--- src/core/sse_pkg.sv ---
// package: register map, field layout and timing constants of the serial error block
package sse_pkg;
	// ==========================================================
	// bus and register map
	localparam int         SSE_DW       = 32;
	localparam int         SSE_AW       = 32;
	localparam logic [7:0] SSE_OFF_CTRL = 8'h00;
	localparam logic [7:0] SSE_OFF_TB   = 8'h04;
	localparam logic [7:0] SSE_OFF_RB   = 8'h08;
	localparam logic [7:0] SSE_OFF_BRG  = 8'h0C;
	localparam logic [7:0] SSE_OFF_IC [0:2] = '{8'h10, 8'h14, 8'h18};
	// ==========================================================
	// channel control fields
	localparam int SSE_CTL_EN   = 0;
	localparam int SSE_CTL_MS   = 1;
	localparam int SSE_CTL_EEN  = 4;
	localparam int SSE_CTL_AREN = 8;
	localparam int SSE_CTL_CFGW = 9;
	localparam int SSE_CTL_BUSY = 11;
	localparam int SSE_CTL_FLG  = 12;
	// error index order inside flag and enable groups
	localparam int SSE_NERR = 4;
	localparam int SSE_E_RE = 0;
	localparam int SSE_E_PE = 1;
	localparam int SSE_E_BE = 2;
	localparam int SSE_E_TE = 3;
	// interrupt control fields and source index
	localparam int SSE_IC_REQ = 0;
	localparam int SSE_IC_IE  = 1;
	localparam int SSE_NIRQ   = 3;
	localparam int SSE_IRQ_TX = 0;
	localparam int SSE_IRQ_RX = 1;
	localparam int SSE_IRQ_ER = 2;
	// ==========================================================
	// reset values
	localparam logic [8:0]  SSE_CFG_RST = 9'h000;
	localparam logic [15:0] SSE_BRG_RST = 16'h0001;
	localparam logic [15:0] SSE_BUF_RST = 16'h0000;
	// ==========================================================
	// frame and timing
	localparam int SSE_FRAME_W = 16;
	localparam int SSE_PH_PRE  = 1;
	localparam int SSE_PH_POST = 2;
	localparam int SSE_PER_W   = 19;
	typedef enum logic [1:0] {
		SSE_IDLE = 2'b01,
		SSE_BUSY = 2'b10
	} sse_state_t;
endpackage : sse_pkg

--- src/core/sse_core.sv ---
// module: sync serial channel with error detection, AHB-Lite register slave
// Operation
// overrun and phase errors in both modes; underrun and baud errors in slave only
// error sets its flag; with enable set it also sets error request
// flags stay until software clears; error request clears on service
// request repeats while any enabled flag remains set
// overrun when frame completes while receive buffer still unread
// overrun overwrites receive buffer with the new frame
// phase error when data changes from one sample before to two after latch edge
// phase check on master input pin as master, slave input pin as slave
// slave baud error when shift clock above double or below half rate
// software programs slave baud rate equal to master rate
// baud error with auto reinit enabled reinitialises the channel
// slave underrun when transfer starts with transmit buffer not rewritten
// on underrun slave shifts out unchanged shift register contents
// unselected open-drain slaves get all ones in transmit buffer
// software loads slave transmit buffer before every transfer
// transmit, receive and error requests, each own control and line
// four error flags readable in channel control register
// baud generator counts down at half clock, reloaded from 16-bit value
// data pin roles swap automatically with master or slave mode
// flags and request set in the cycle after detection
// detection wins over a same-cycle software clear
module sse_core (
	input  wire logic                      hclk,
	input  wire logic                      hresetn,
	input  wire logic                      hsel,
	input  wire logic [sse_pkg::SSE_AW-1:0] haddr,
	input  wire logic [1:0]                htrans,
	input  wire logic                      hwrite,
	input  wire logic [2:0]                hsize,
	input  wire logic [sse_pkg::SSE_DW-1:0] hwdata,
	input  wire logic                      hready,
	output logic                           hreadyout,
	output logic                           hresp,
	output logic      [sse_pkg::SSE_DW-1:0] hrdata,
	input  wire logic                      sclk_i,
	output logic                           sclk_o,
	output logic                           sclk_oe,
	input  wire logic                      master_in_slave_out_pin_i,
	output logic                           master_in_slave_out_pin_o,
	output logic                           master_in_slave_out_pin_oe,
	input  wire logic                      master_out_slave_in_pin_i,
	output logic                           master_out_slave_in_pin_o,
	output logic                           master_out_slave_in_pin_oe,
	input  wire logic [sse_pkg::SSE_NIRQ-1:0] irq_ack,
	output logic      [sse_pkg::SSE_NIRQ-1:0] irq
);
	import sse_pkg::*;

	function automatic logic hit(input logic [7:0] a, input logic [7:0] off);
		return a == off;
	endfunction : hit

	// ==========================================================
	// state declarations
	sse_state_t                 st_q;
	logic [SSE_CTL_CFGW-1:0]    cfg_q;
	logic [SSE_NERR-1:0]        err_q, det, clr;
	logic [15:0]                tb_q, rb_q, sr_q, rld_q, brg_q, rx_word;
	logic [4:0]                 cnt_q;
	logic [SSE_PER_W-1:0]       per_q;
	logic [SSE_PH_PRE+SSE_PH_POST-1:0] hist_q;
	logic [SSE_PH_POST-1:0]     edge_q;
	logic                       rb_full_q, tx_pend_q, armed_q, dout_q, pre_q, msclk_q, mprev_q;
	logic                       sclk_s1_q, sclk_s2_q, sclk_s3_q, din_s;
	logic [1:0]                 pin_s1_q, pin_s2_q;
	logic                       wr_q, acc, rb_rd, en, ms, busy, rise, fall, start_s, shift;
	logic                       last, ovr_det, ph_det, bd_det, ur_det, reinit, ld;
	logic [7:0]                 wa_q;
	logic [SSE_DW-1:0]          rd_d;
	logic [15:0]                wd;
	logic [SSE_NIRQ-1:0]        req_q, ie_q, req_set, wr_ic;

	assign en   = cfg_q[SSE_CTL_EN];
	assign ms   = cfg_q[SSE_CTL_MS];
	assign busy = (st_q == SSE_BUSY);
	assign wd   = hwdata[15:0];

	// ==========================================================
	// bus slave: zero wait, always OKAY; write lands in data phase
	assign hreadyout = 1'b1;
	assign hresp     = 1'b0;
	assign acc       = hsel & htrans[1] & hready;
	assign rb_rd     = acc & ~hwrite & hit(haddr[7:0], SSE_OFF_RB);

	always_ff @(posedge hclk or negedge hresetn) begin
		if (!hresetn) begin
			wr_q <= 1'b0;
			wa_q <= 8'h00;
		end else begin
			wr_q <= acc & hwrite;
			wa_q <= haddr[7:0];
		end
	end

	always_comb begin
		rd_d = '0;
		if (hit(haddr[7:0], SSE_OFF_CTRL)) begin
			rd_d[15:0] = {err_q, busy, 2'b00, cfg_q};
		end else if (hit(haddr[7:0], SSE_OFF_TB)) begin
			rd_d[15:0] = tb_q;
		end else if (hit(haddr[7:0], SSE_OFF_RB)) begin
			rd_d[15:0] = rb_q;
		end else if (hit(haddr[7:0], SSE_OFF_BRG)) begin
			rd_d[15:0] = en ? brg_q : rld_q;
		end else if (hit(haddr[7:0], SSE_OFF_IC[SSE_IRQ_TX])) begin
			rd_d[1:0] = {ie_q[SSE_IRQ_TX], req_q[SSE_IRQ_TX]};
		end else if (hit(haddr[7:0], SSE_OFF_IC[SSE_IRQ_RX])) begin
			rd_d[1:0] = {ie_q[SSE_IRQ_RX], req_q[SSE_IRQ_RX]};
		end else if (hit(haddr[7:0], SSE_OFF_IC[SSE_IRQ_ER])) begin
			rd_d[1:0] = {ie_q[SSE_IRQ_ER], req_q[SSE_IRQ_ER]};
		end
	end

	always_ff @(posedge hclk or negedge hresetn) begin
		if (!hresetn) begin
			hrdata <= '0;
		end else if (acc & ~hwrite) begin
			hrdata <= rd_d;
		end
	end

	// ==========================================================
	// software registers
	always_ff @(posedge hclk or negedge hresetn) begin
		if (!hresetn) begin
			cfg_q <= SSE_CFG_RST;
			rld_q <= SSE_BRG_RST;
			tb_q  <= SSE_BUF_RST;
		end else if (wr_q) begin
			if (hit(wa_q, SSE_OFF_CTRL)) begin
				cfg_q <= wd[SSE_CTL_CFGW-1:0];
			end else if (hit(wa_q, SSE_OFF_TB)) begin
				tb_q <= wd;
			end else if (hit(wa_q, SSE_OFF_BRG) && !en) begin
				// reload is only writable while the channel is off
				rld_q <= wd;
			end
		end
	end

	// ==========================================================
	// pin synchronisers; both data pins synced, chosen by mode afterwards
	always_ff @(posedge hclk or negedge hresetn) begin
		if (!hresetn) begin
			{sclk_s1_q, sclk_s2_q, sclk_s3_q} <= 3'h0;
			pin_s1_q <= 2'h0;
			pin_s2_q <= 2'h0;
		end else begin
			sclk_s1_q <= sclk_i;
			sclk_s2_q <= sclk_s1_q;
			sclk_s3_q <= sclk_s2_q;
			pin_s1_q  <= {master_in_slave_out_pin_i, master_out_slave_in_pin_i};
			pin_s2_q  <= pin_s1_q;
		end
	end

	// same two-stage latency as the clock, so the phase window stays aligned
	assign din_s = ms ? pin_s2_q[1] : pin_s2_q[0];

	// ==========================================================
	// baud generator and master clock
	always_ff @(posedge hclk or negedge hresetn) begin
		if (!hresetn) begin
			pre_q   <= 1'b0;
			brg_q   <= SSE_BRG_RST;
			msclk_q <= 1'b0;
			mprev_q <= 1'b0;
		end else begin
			mprev_q <= msclk_q;
			msclk_q <= busy & ms & (brg_q <= (rld_q >> 1));
			if (!busy) begin
				pre_q <= 1'b0;
				brg_q <= rld_q;
			end else begin
				pre_q <= ~pre_q;
				if (pre_q) begin
					brg_q <= (brg_q == 16'h0000) ? rld_q : brg_q - 16'h0001;
				end
			end
		end
	end

	assign rise    = en & (ms ? (msclk_q & ~mprev_q) : (sclk_s2_q & ~sclk_s3_q));
	assign fall    = en & (ms ? (~msclk_q & mprev_q) : (~sclk_s2_q & sclk_s3_q));
	assign start_s = en & ~ms & ~busy & rise;
	assign shift   = rise & (busy | start_s);
	assign last    = shift & (cnt_q == 5'd15);
	assign rx_word = {sr_q[14:0], din_s};
	assign ld      = en & ~busy & tx_pend_q & ~start_s;

	// ==========================================================
	// error detection
	assign ovr_det = last & rb_full_q & ~rb_rd;
	assign ph_det  = en & edge_q[SSE_PH_POST-1] & ~(&{hist_q, din_s} | ~|{hist_q, din_s});
	assign bd_det  = en & ~ms & busy & (rise ? (per_q < {3'b000, rld_q})
		: (per_q >= (({3'b000, rld_q} + 19'd1) << 2)));
	assign ur_det  = start_s & ~armed_q;
	assign reinit  = ~en | (bd_det & cfg_q[SSE_CTL_AREN]);

	always_comb begin
		det = '0;
		det[SSE_E_RE] = ovr_det;
		det[SSE_E_PE] = ph_det;
		det[SSE_E_BE] = bd_det;
		det[SSE_E_TE] = ur_det;
	end

	assign clr = (wr_q && hit(wa_q, SSE_OFF_CTRL)) ? wd[SSE_CTL_FLG +: SSE_NERR] : '0;

	// detection wins over a same-cycle write-one-to-clear
	always_ff @(posedge hclk or negedge hresetn) begin
		if (!hresetn) begin
			err_q <= '0;
		end else begin
			err_q <= (err_q & ~clr) | det;
		end
	end

	// phase window: samples one before to two after each latch edge
	always_ff @(posedge hclk or negedge hresetn) begin
		if (!hresetn) begin
			hist_q <= '0;
			edge_q <= '0;
			per_q  <= '0;
		end else begin
			hist_q <= {hist_q[SSE_PH_PRE+SSE_PH_POST-2:0], din_s};
			edge_q <= {edge_q[SSE_PH_POST-2:0], shift};
			if (shift) begin
				per_q <= '0;
			end else if (busy && per_q != '1) begin
				per_q <= per_q + 19'd1;
			end
		end
	end

	// ==========================================================
	// shift engine
	always_ff @(posedge hclk or negedge hresetn) begin
		if (!hresetn) begin
			st_q      <= SSE_IDLE;
			cnt_q     <= 5'd0;
			sr_q      <= SSE_BUF_RST;
			dout_q    <= 1'b0;
			rb_q      <= SSE_BUF_RST;
			rb_full_q <= 1'b0;
			tx_pend_q <= 1'b0;
			armed_q   <= 1'b0;
		end else begin
			if (wr_q && hit(wa_q, SSE_OFF_TB)) begin
				tx_pend_q <= 1'b1;
			end else if (ld) begin
				tx_pend_q <= 1'b0;
			end
			if (last) begin
				rb_q      <= rx_word;
				rb_full_q <= 1'b1;
			end else if (rb_rd) begin
				rb_full_q <= 1'b0;
			end
			if (fall || !busy) begin
				dout_q <= sr_q[15];
			end
			if (shift) begin
				// underrun leaves sr_q as last received frame
				sr_q <= rx_word;
			end else if (ld) begin
				sr_q <= tb_q;
			end
			if (ld) begin
				armed_q <= 1'b1;
			end else if (start_s || (ms && !busy && en && armed_q)) begin
				armed_q <= 1'b0;
			end
			case (st_q)
				SSE_IDLE: begin
					cnt_q <= 5'd0;
					if (start_s) begin
						st_q  <= SSE_BUSY;
						cnt_q <= 5'd1;
					end else if (en && ms && armed_q) begin
						st_q <= SSE_BUSY;
					end
				end
				SSE_BUSY: begin
					if (reinit || last) begin
						st_q  <= SSE_IDLE;
						cnt_q <= 5'd0;
					end else if (shift) begin
						cnt_q <= cnt_q + 5'd1;
					end
				end
				default: begin
					st_q <= SSE_IDLE;
				end
			endcase
		end
	end

	// ==========================================================
	// pins: drivers swap with mode
	assign sclk_o                     = msclk_q;
	assign sclk_oe                    = en & ms;
	assign master_out_slave_in_pin_o  = dout_q;
	assign master_out_slave_in_pin_oe = en & ms;
	assign master_in_slave_out_pin_o  = dout_q;
	assign master_in_slave_out_pin_oe = en & ~ms;

	// ==========================================================
	// interrupt request flags: transmit, receive, error
	assign req_set[SSE_IRQ_TX] = ld;
	assign req_set[SSE_IRQ_RX] = last;
	// keeps requesting while an enabled flag stays set
	assign req_set[SSE_IRQ_ER] = |((det | err_q) & cfg_q[SSE_CTL_EEN +: SSE_NERR]);

	genvar gi;
	generate
		for (gi = 0; gi < SSE_NIRQ; gi++) begin : g_irq
			assign wr_ic[gi] = wr_q & hit(wa_q, SSE_OFF_IC[gi]);
			always_ff @(posedge hclk or negedge hresetn) begin
				if (!hresetn) begin
					req_q[gi] <= 1'b0;
					ie_q[gi]  <= 1'b0;
				end else begin
					if (wr_ic[gi]) begin
						ie_q[gi] <= wd[SSE_IC_IE];
					end
					if (req_set[gi]) begin
						req_q[gi] <= 1'b1;
					end else if (irq_ack[gi]) begin
						req_q[gi] <= 1'b0;
					end else if (wr_ic[gi]) begin
						req_q[gi] <= wd[SSE_IC_REQ];
					end
				end
			end
			assign irq[gi] = req_q[gi] & ie_q[gi];
		end
	endgenerate

	// ==========================================================
	// checks
	property p_ovr;
		@(posedge hclk) disable iff (!hresetn)
		ovr_det |=> err_q[SSE_E_RE] && rb_full_q;
	endproperty
	a_ovr: assert property (p_ovr) else $error("overrun flag missing");

	property p_rbnew;
		@(posedge hclk) disable iff (!hresetn)
		last |=> rb_q == $past(rx_word);
	endproperty
	a_rbnew: assert property (p_rbnew) else $error("receive buffer not replaced");

	property p_slv_only;
		@(posedge hclk) disable iff (!hresetn)
		ms |-> !det[SSE_E_BE] && !det[SSE_E_TE];
	endproperty
	a_slv_only: assert property (p_slv_only) else $error("slave error in master");

	property p_ph;
		@(posedge hclk) disable iff (!hresetn)
		ph_det |=> err_q[SSE_E_PE] ##0 $past(edge_q[SSE_PH_POST-1]);
	endproperty
	a_ph: assert property (p_ph) else $error("phase flag missing");

	property p_req;
		@(posedge hclk) disable iff (!hresetn)
		|(det & cfg_q[SSE_CTL_EEN +: SSE_NERR]) |=> req_q[SSE_IRQ_ER];
	endproperty
	a_req: assert property (p_req) else $error("error request late");

	property p_sticky;
		@(posedge hclk) disable iff (!hresetn)
		clr == '0 |=> (err_q & $past(err_q)) == $past(err_q);
	endproperty
	a_sticky: assert property (p_sticky) else $error("flag dropped");

	property p_repeat;
		@(posedge hclk) disable iff (!hresetn)
		|(err_q & cfg_q[SSE_CTL_EEN +: SSE_NERR]) |=> req_q[SSE_IRQ_ER] [*2];
	endproperty
	a_repeat: assert property (p_repeat) else $error("request not repeated");

	property p_setwins;
		@(posedge hclk) disable iff (!hresetn)
		(det[SSE_E_TE] && clr[SSE_E_TE]) |=> err_q[SSE_E_TE];
	endproperty
	a_setwins: assert property (p_setwins) else $error("clear beat detection");

	property p_reinit;
		@(posedge hclk) disable iff (!hresetn)
		(bd_det && cfg_q[SSE_CTL_AREN]) |=> st_q == SSE_IDLE && err_q[SSE_E_BE];
	endproperty
	a_reinit: assert property (p_reinit) else $error("no reinit on baud error");

	property p_under;
		@(posedge hclk) disable iff (!hresetn)
		ur_det |=> err_q[SSE_E_TE] && sr_q == $past(rx_word);
	endproperty
	a_under: assert property (p_under) else $error("underrun handling wrong");
endmodule : sse_core

--- config.mk ---
export PLATFORM = sky130hd
export DESIGN_NAME = sse_core
export DESIGN_NICKNAME = d
export VERILOG_FILES = /design/src/core/sse_pkg.sv /design/src/core/sse_core.sv
export SDC_FILE = /design/constraint.sdc
export NUM_CORES = 1
export LEC_CHECK = 0
export BUFFER_PORTS_ARGS = -buffer_cell sky130_fd_sc_hd__buf_2
export CAP_MARGIN = 15
export CORE_UTILIZATION = 56
export CTS_CLUSTER_SIZE = 30
export DETAILED_ROUTE_END_ITERATION = 8
export PLACE_DENSITY_LB_ADDON = 0.12
export SYNTH_ARGS = -nofsm -noshare
export SYNTH_HDL_FRONTEND = slang
export SYNTH_SLANG_ARGS = --single-unit
--- constraint.sdc ---
create_clock -name hclk -period 8.9 [get_ports hclk]
set_clock_uncertainty 0.15 [all_clocks]
set_input_delay 1.78 -clock hclk [delete_from_list [all_inputs] [get_ports hclk]]
set_output_delay 1.78 -clock hclk [all_outputs]
set_load 0.01 [all_outputs]
==> metrics.sh, run 1 <==
FP.DIEH_UM=132
ENDPOINT_KIND='flop'
DETAILEDPLACE.WORSTSLACK_PS=4500
DIE_WIDTH_UM=132
FP.DIEAREA_UM2=17400
DRC=0
SYNTH_SIMPLE_GATE_AREA_SHARE_PCT=13.8
LAYOUT.CELLS.MOST_COMMON_LIST='166 x dfrtp_1, 82 x nand2_1, 59 x buf_2, 56 x ha_1, 51 x o21ai_0'
CTS_BUFFERS=17
GRT.OVERFLOW.TOTAL=0
HIGHEST_ACHIEVABLE_CLOCK_RATE_MHz=253
SYNTH_FA_HA_AREA_SHARE_PCT=7.43
GRT_UTIL_ALL_LAYERS_PCT=27.4
VIA_PER_INST=5.99
SYN2LAYOUT_AREA_GROWTH_PCT=10.8
MIN_PATH_CELLS=0
SYNTH_CELL_TYPE_COUNT=73
GRT_PASS1_WL_UM=37000
CTS_HOLD_BUFFERS=0
LAYOUT.CELLS.MOST_COMMON='dfrtp_1'
FINAL_SETUP_FAILS=0
SYNTH.AREA.MUX_SHARE_PCT=13.4
COREAREA_UM2=16500
PERIOD_MINUS_SLACK_PS=3960
ANT_DIODES=0
WORST_HOLD_PATH_TYPE='flop to flop'
CLKSLEWWORSTSETUPHOLDPATHS_PS=70
DPL.HPWL_UM=16100
PLACEMENT_ROWS=47
CLK_PATH_BUF_DEPTH=2
SYNTHDOMINANTAREACELLTYPE='dfrtp_1'
COMPLEX_GATE_FRACTION_OF_THE_SYNTHESIZED_AREA_PCT=12.9
INTERNAL-POWER_mW=1.23
FINALSETUPTNS_PS=0
FRACTION_OF_THE_CYCLE_THE_FINAL_WORST_PATH_NEEDS_PCT=44.5
NUMBER_OF_NETS_AT_THE_END_OF_THE_FLOW=1073
PWR-SHARE-COMB_PCT=6.1
SHARE_CLK_OF_TOTAL_POWER_PCT=45.5
GRT_START_MAX_NET_PINS=98
SEQUENTIALPOWERSHARE_PCT=48.4
YOSYS-TOP-CELLS-AREA='dfrtp_1 44%, ha_1 7.4%, mux2_2 6.0%'
AVGSYNTHCELLAREA_UM2=10.6
YOSYS_REGISTER_BITS=169
RSZ_0062_RAISED_AFTER_GLOBAL_ROUTING='false'
P_PER_AREA_nW_PER_UM2=158
CRIT_ARRIVAL_PS=4120
POSTSYNTH.ASYNCRESETSHARE_PCT=100
FLOORPLAN.INITIALDENSITY_PCT=57.1
SYNTHFLOPTYPE='dfrtp_1'
RELSLEWSLACK_PCT=38.9
GRT_PASS1_VIAS=6980
CLOCK_TREE_FROM_TRITONCTS='yes'
ROOT_BUFFER='clkbuf_16'
MAXCAPVIOLCOUNT=0
POST_SYNTH_INST_COUNT=888
WORSTSKEWPAIRLATENCY_PS=440
POWER.STATIC_LEAKAGE_nW=5.05
WORST_IR_DROP_VDD_mV=0.184
SYNTH.CELL_AREA_UM2=9440
ANTENNA_FOUND_INITIAL=0
POSTCTSSETUPREPAIRBUFS=0
CTS.HTREE.LEVELS=4
WORSTREGTOREGCELLS=14
FINAL-HOLD-VIOLATION-COUNT=0
PLACED_CELLS=1138
WL_PER_CELL_UM=19.3
YOSYS_WARNINGS=0
POST-ROUTE-WORST-SETUP-SLACK_PS=4940
FINAL_SLEW_VIOLATIONS=0
CLOCK-SINKS=169
GP_CONGESTION=0.884
POST_CTS_RESIZED=0
DRT_PASS1_ITERATIONS=5
TIMING.CRITICAL_PATH.FROM_TYPE='primary input'
SYNTH-XOR-AREA-SHARE_PCT=2.78
IOPINCOUNT=123
RUN_STATUS='finished clean'
FINAL_ANTENNA_NET_COUNT=0
DETAIL_ROUTE.ITER0.VIOLATIONS=397
WIRELENGTH_UM=22500
WHS_PS=204
CRITICAL_PATH_CLASS='primary input to flop'
YOSYSSEQAREASHARE_PCT=44.9
LAYOUT-DRIVE-GT1-SHARE_PCT=19.8
SYNTH_EDF_COUNT=0
TIMING_WORST_SLEW_PIN_VALUE_PS=916
SYNTHDOMINANTCELLAREASHARE_PCT=44.0
NUMPORTBUFFERS=60
PATH_MAX_FANOUT=17
WORST-ENDPOINT-REQUIRED_PS=9060
SW_FRAC_OF_TOTAL_PCT=25.7
DETAILROUTE.VIA_COUNT=7003
SWITCHINGPOWER_mW=0.424
MAIN_COMBINATIONAL_CELL_FAMILY_BY_AREA_AFTER_SYNTHESIS='simple AND/OR/NAND/NOR gates'
FIN_CELLS=1170
==> metal layers <==
layer	GRT usage, %	vias up	part of all wire (%)
met2	44.7	186	49
li1	-	3276	-
met5	0	-	0
met1	36.4	3506	45
met4	10.6	0	2.4
met3	4.92	35	3.9
==> synthesized netlist by cell type (all sizes together) (4+ instances only) <==
cell type and n:
nand2 83, nand4 12, nand3 26, o21a 8
a22o 16, clkbuf 18, and4 4, nor2 41
mux4 14, and2 6, nand3b 4, mux2i 25
nand2b 7, a211oi 4, nor4 5, dfrtp 166
or3 8, a21oi 40, o21ai 67, xor2 8
o22ai 8, nand4b 5, and3 12, ha 56
xnor2 22, buf 35, nor3 26, inv 41
mux2 62, nor2b 5, a21o 13, a31oi 4
o211ai 4
==> cells by family (layout without fill, tap and decap cells) <==
group           after synthesis  in the layout
compound gates              183            183
xor+xnor                     30             30
fa+ha+maj                    56             56
buf+inv                      95            141
flops                       169            169
mux                         101            101
other cells                   2             18
simple gates                252            252
==> registers in the layout (all words and copies together) (netlist names), 2 cells and up <==
signal and count:
req_q 3, wa_q 8, per_q 19, brg_q 16, edge_q 2, st_q 2, rld_q 16, cnt_q 5
pin_s2_q 2, hist_q 3, tb_q 16, hrdata 16, err_q 4, sr_q 16, cfg_q 9, rb_q 16
pin_s1_q 2, ie_q 3
==> critical path, stage by stage <==
cell      delay [ps]
buf_2            100
nand4b_1         630
or3_4            650
nor2_8           220
a21bo_4          170
nor2_2            40
o21a_1           230
a2111o_1         290
==> path summary, 6_finish.rpt <==
kind | from | end | slack (ps)
worst max-delay path | hwrite | req_q[2]$_DFFE_PN0P_ | 4940
worst min-delay path | edge_q[0]$_DFF_PN0_ | edge_q[1]$_DFF_PN0_ | 200
worst max register to register | rld_q[3]$_DFFE_PN0P_ | req_q[2]$_DFFE_PN0P_ | 4980
worst min register to register | edge_q[0]$_DFF_PN0_ | edge_q[1]$_DFF_PN0_ | 200
max in group asynchronous | hresetn | hrdata[11]$_DFFE_PN0P_ | 5830
min in group asynchronous | hresetn | armed_q$_DFFE_PN0P_ | 1290
==> power groups by stage <==
stage | Sequential (mW) | Clock, mW | Combinational, mW
6_report | 0.798 | 0.750 | 0.101
5_1_grt | 0.800 | 0.791 | 0.114
4_1_cts | 0.798 | 0.762 | 0.103
3_5_place_dp | 0.812 | 0 | 0.101
3_3_place_gp | 0.812 | 0 | 0.0980
2_1_floorplan | 0.807 | 0 | 0.0637
==> per-stage QoR <==
stage          utilization, %  power [mW]  area [um2]
6_report                 63.3        1.65       10500
5_1_grt                  63.3        1.70       10500
4_1_cts                  63.3        1.66       10500
3_5_place_dp             59.6       0.914        9850
3_3_place_gp             59.6       0.910        9850
2_1_floorplan               -       0.870        9500
==> layout make-up <==
class	count	area (um2)
flip-flops and latches	169	4230
well taps	220	275
clock inverters	14	163
inverters	42	158
repair buffers	67	359
multi-input cells	640	4830
clock buffers	18	439
fillers	1348	6070
(Power assumes the default switching activity.)
==> inputs of run 2 (changes only) <==
Settings changed: ABC_AREA from default to 1, CORE_UTILIZATION 56 to 53.
Clock period 8.9 ns to 3.3 ns, I/O delays scaled along.
==> run 2 against run 1 <==
Net effect:
- the flow now finishes with violations (negative setup slack)
- highest routed layer unchanged
- clock power rose to 2.8 times the previous value
- die area rose by 9.5%
- combinational power rose to 13 times the previous value
==> metrics.sh, run 2 <==
YOSYSSEQAREASHARE_PCT=43.2
GRT_START_MAX_NET_PINS=75
DPL_CELL_AREA_UM2=10400
SYNTH.CELL_AREA_UM2=9790
POSTSYNTH.ASYNCRESETSHARE_PCT=100
WIRELENGTH_UM=27400
YOSYSMOSTFREQUENTCELL='nand2_1'
GRT_UTIL_ALL_LAYERS_PCT=31.1
DRT_PASS1_ITERATIONS=5
PATH_MAX_FANOUT=7
NUMPORTBUFFERS=60
CLKSLEWWORSTSETUPHOLDPATHS_PS=70
ANT_DIODES=0
CRITICAL_PATH_CLASS='flop to flop'
SYN2LAYOUT_AREA_GROWTH_PCT=15.2
SW_FRAC_OF_TOTAL_PCT=35.9
DETAILEDPLACE.WORSTSLACK_PS=-322
NUMBER_OF_NETS_AT_THE_END_OF_THE_FLOW=1454
REG2REG_FROM='rld_q[0]$_DFFE_PN1P_'
YOSYS-TOP-CELLS-AREA='dfrtp_1 42%, nand2_1 12%, ha_1 7.2%'
GR-MAX-USAGE-LAYER='met2'
DPL.HPWL_UM=20000
SWITCHINGPOWER_mW=2.16
SYNTH_EDF_COUNT=0
LAYOUT-DRIVE-GT1-SHARE_PCT=15.9
ANTENNA_FOUND_INITIAL=1
MAXCAPVIOLCOUNT=0
GRT_PASS1_VIAS=8343
DETAILROUTE.VIA_COUNT=8559
WHS_PS=4.07
NETLIST_TOP_CELLS_COUNT='315 x nand2_1, 166 x dfrtp_1, 141 x inv_1, 130 x o21ai_0'
INTERNAL-POWER_mW=3.86
FAILED_CHECKS='negative setup slack'
CLK_PATH_BUF_DEPTH=2
ROOT_BUFFER='clkbuf_16'
P_PER_AREA_nW_PER_UM2=534
FINAL-HOLD-VIOLATION-COUNT=0
TOP_REG_BY_FLOPS='per_q'
RUN_STATUS='complete, but fails checks'
USE_MET2_PCT=51.9
WORST_HOLD_PATH_TYPE='primary input to async pin'
TIMING_WORST_SLEW_PIN_VALUE_PS=760
CLOCK-SINKS=169
LAYOUT.CELLS.MOST_COMMON_LIST='307 x nand2_1, 165 x dfrtp_1, 139 x inv_1, 130 x o21ai_0'
GRT_USE_MET1_PCT=38.9
CP-ENDPOINT='cnt_q[4]$_DFFE_PN0P_'
FRACTION_OF_THE_CYCLE_THE_FINAL_WORST_PATH_NEEDS_PCT=104
TIMING.CRITICAL_PATH.FROM_TYPE='flop'
IOPINCOUNT=123
SYNTH_CELL_TYPE_COUNT=44
SHARE_CLK_OF_TOTAL_POWER_PCT=35.1
CRIT_ARRIVAL_PS=3620
FINAL_ANTENNA_NET_COUNT=0
GROUTE.LAYER.MET3.USAGE_PCT=5.45
SYNTHDOMINANTCELLAREASHARE_PCT=42.4
SYNTHDOMINANTAREACELLTYPE='dfrtp_1'
POSTLAYOUTCELLAREA_UM2=11300
RELSLEWSLACK_PCT=48.8
WORSTSKEWPAIRLATENCY_PS=460
CLOCK_TREE_FROM_TRITONCTS='yes'
SEQUENTIALPOWERSHARE_PCT=42.9
YOSYS_REGISTER_BITS=169
AVGSYNTHCELLAREA_UM2=7.96
WL_PER_CELL_UM=17.5
CTS_BUFFERS=17
FINAL_SETUP_FAILS=7
REGTOREGSETUPSLACK_PS=-120
FINAL_SLEW_VIOLATIONS=0
RSZ_0062_RAISED_AFTER_GLOBAL_ROUTING='true'
SYNTHFLOPTYPE='dfrtp_1'
GP_CONGESTION=0.903
GRT.OVERFLOW.TOTAL=0
VIA_PER_INST=5.49
PLACEMENT_ROWS=49
POST_SYNTH_INST_COUNT=1229
FLOORPLAN.INITIALDENSITY_PCT=54.3
DETAIL_ROUTE.ITER0.VIOLATIONS=633
POST-ROUTE-WORST-SETUP-SLACK_PS=-120
LAYOUT.CELLS.MOST_COMMON='nand2_1'
LARGEST_REG_FLOPS=19
COREAREA_UM2=18000
HIGHEST_ACHIEVABLE_CLOCK_RATE_MHz=292
FP.DIEAREA_UM2=19000
POWER.STATIC_LEAKAGE_nW=5.84
FIN_TOTAL_PWR_mW=6.02
ENDPOINT_KIND='flop'
DIE_WIDTH_UM=138
YOSYS_WARNINGS=0
WORSTSETUPSTARTPOINT='rld_q[0]$_DFFE_PN1P_'
WORSTREGTOREGCELLS=24
WORST_IR_DROP_VDD_mV=0.440
R2R-END='cnt_q[4]$_DFFE_PN0P_'
CTS.HTREE.LEVELS=4
FP.DIEH_UM=138
WORST-ENDPOINT-REQUIRED_PS=3500
PWR-SHARE-COMB_PCT=22.1
DRC=0
PERIOD_MINUS_SLACK_PS=3420
GRT_PASS1_WL_UM=43800
[run 2: changes by cell type after synthesis, moves of 16 or more]
cell,change
nor2_1,+24
mux2_2,-49
nand3_1,+38
o21ai_0,+79
xor2_1,+25
xnor2_1,-20
a22o_1,-16
nand2_1,+233
mux2i_1,-25
inv_1,+102
[run 2: what timing repair did]
item | 4_1_cts | 5_1_grt
pin swaps | 25 | 16
hold buffers | 0 | 0
gates cloned | 0 | 0
endpoints found under the hold margin | 0 | 0
setup endpoints to repair | 8 | 8
setup buffers | 4 | 4
gates resized for setup | 16 | 19
[run 2: worst min path at each step]
stage | to | slack, ps | depth (start not counted)
floorplan | edge_q[1]$_DFF_PN0_ | 180 | 0
global placement | pin_s2_q[1]$_DFF_PN0_ | 180 | 0
detailed placement | edge_q[1]$_DFF_PN0_ | 190 | 0
CTS | per_q[3]$_DFFE_PN0P_ | 30 | 1
global route | per_q[0]$_DFFE_PN0P_ | 40 | 1
finish | per_q[3]$_DFFE_PN0P_ | 4 | 1
[run 2: power groups by stage]
| stage | clock (mW) | sequential (mW) | combinational [mW] |
|---|---|---|---|
| after floorplan | 0 | 2.54 | 0.977 |
| after global placement | 0 | 2.61 | 1.26 |
| after detailed placement | 0 | 2.61 | 1.29 |
| after CTS | 2.13 | 2.58 | 1.31 |
| after global routing | 2.21 | 2.62 | 1.53 |
| final | 2.11 | 2.58 | 1.33 |
[run 2: critical path, cell delays in order (launching register included)]
cell     delay (ps)
dfstp_2         570
ha_4            160
nand2_4          60
nor2_4          120
nand2_2          90
nor2_4          130
nand3_2         100
nor3_4          180
buf_6           140
xor2_2          130
ha_1            270
nand2_2         120
inv_2            50
nand2_1          60
nand2_1          50
nand2_1          50
nand2_1          50
nor2_2          110
nand3_2         120
nand4_1         220
nand3_2         120
nand2_4         130
inv_4            50
nand2_2          60
nand2_1          50
[run 2: metal layers]
metal  vias up  wire (um)
li1       4216          -
met1      4047      11700
met2       225      13200
met3        71       1390
met4         0       1160
met5         -          0
[run 2: logic make-up after synthesis]
family                     after synthesis  share of synthesized area, %
AOI/OAI and AO/OA                      244                          13.8
xor gates and xnor gates                35                          3.13
adders and majority gates               56                          7.16
buffers and inverters                  206                          9.25
DFF                                    169                          43.2
muxes                                    1                         0.115
other                                    2                        0.0767
and+or+nand+nor                        516                          23.2
[run 2: per-stage QoR]
step / instances / utilization, % / TNS, ps
after floorplan: 1245 / - / 0
after global placement: 1520 / 57.9 / -1260
after detailed placement: 1520 / 57.9 / -2020
after CTS: 1556 / 62.0 / -1040
after global routing: 1560 / 62.6 / -2560
final: 1560 / 62.6 / -709
[run 2: area by class of cell]
type | instances | area (um2)
Clock buffer | 17 | 425
Tap cell | 229 | 287
Inverter | 149 | 564
Fill cell | 1617 | 6750
Sequential cell | 169 | 4230
Timing Repair Buffer | 111 | 722
Multi-Input combinational cell | 870 | 4840
Clock inverter | 15 | 203
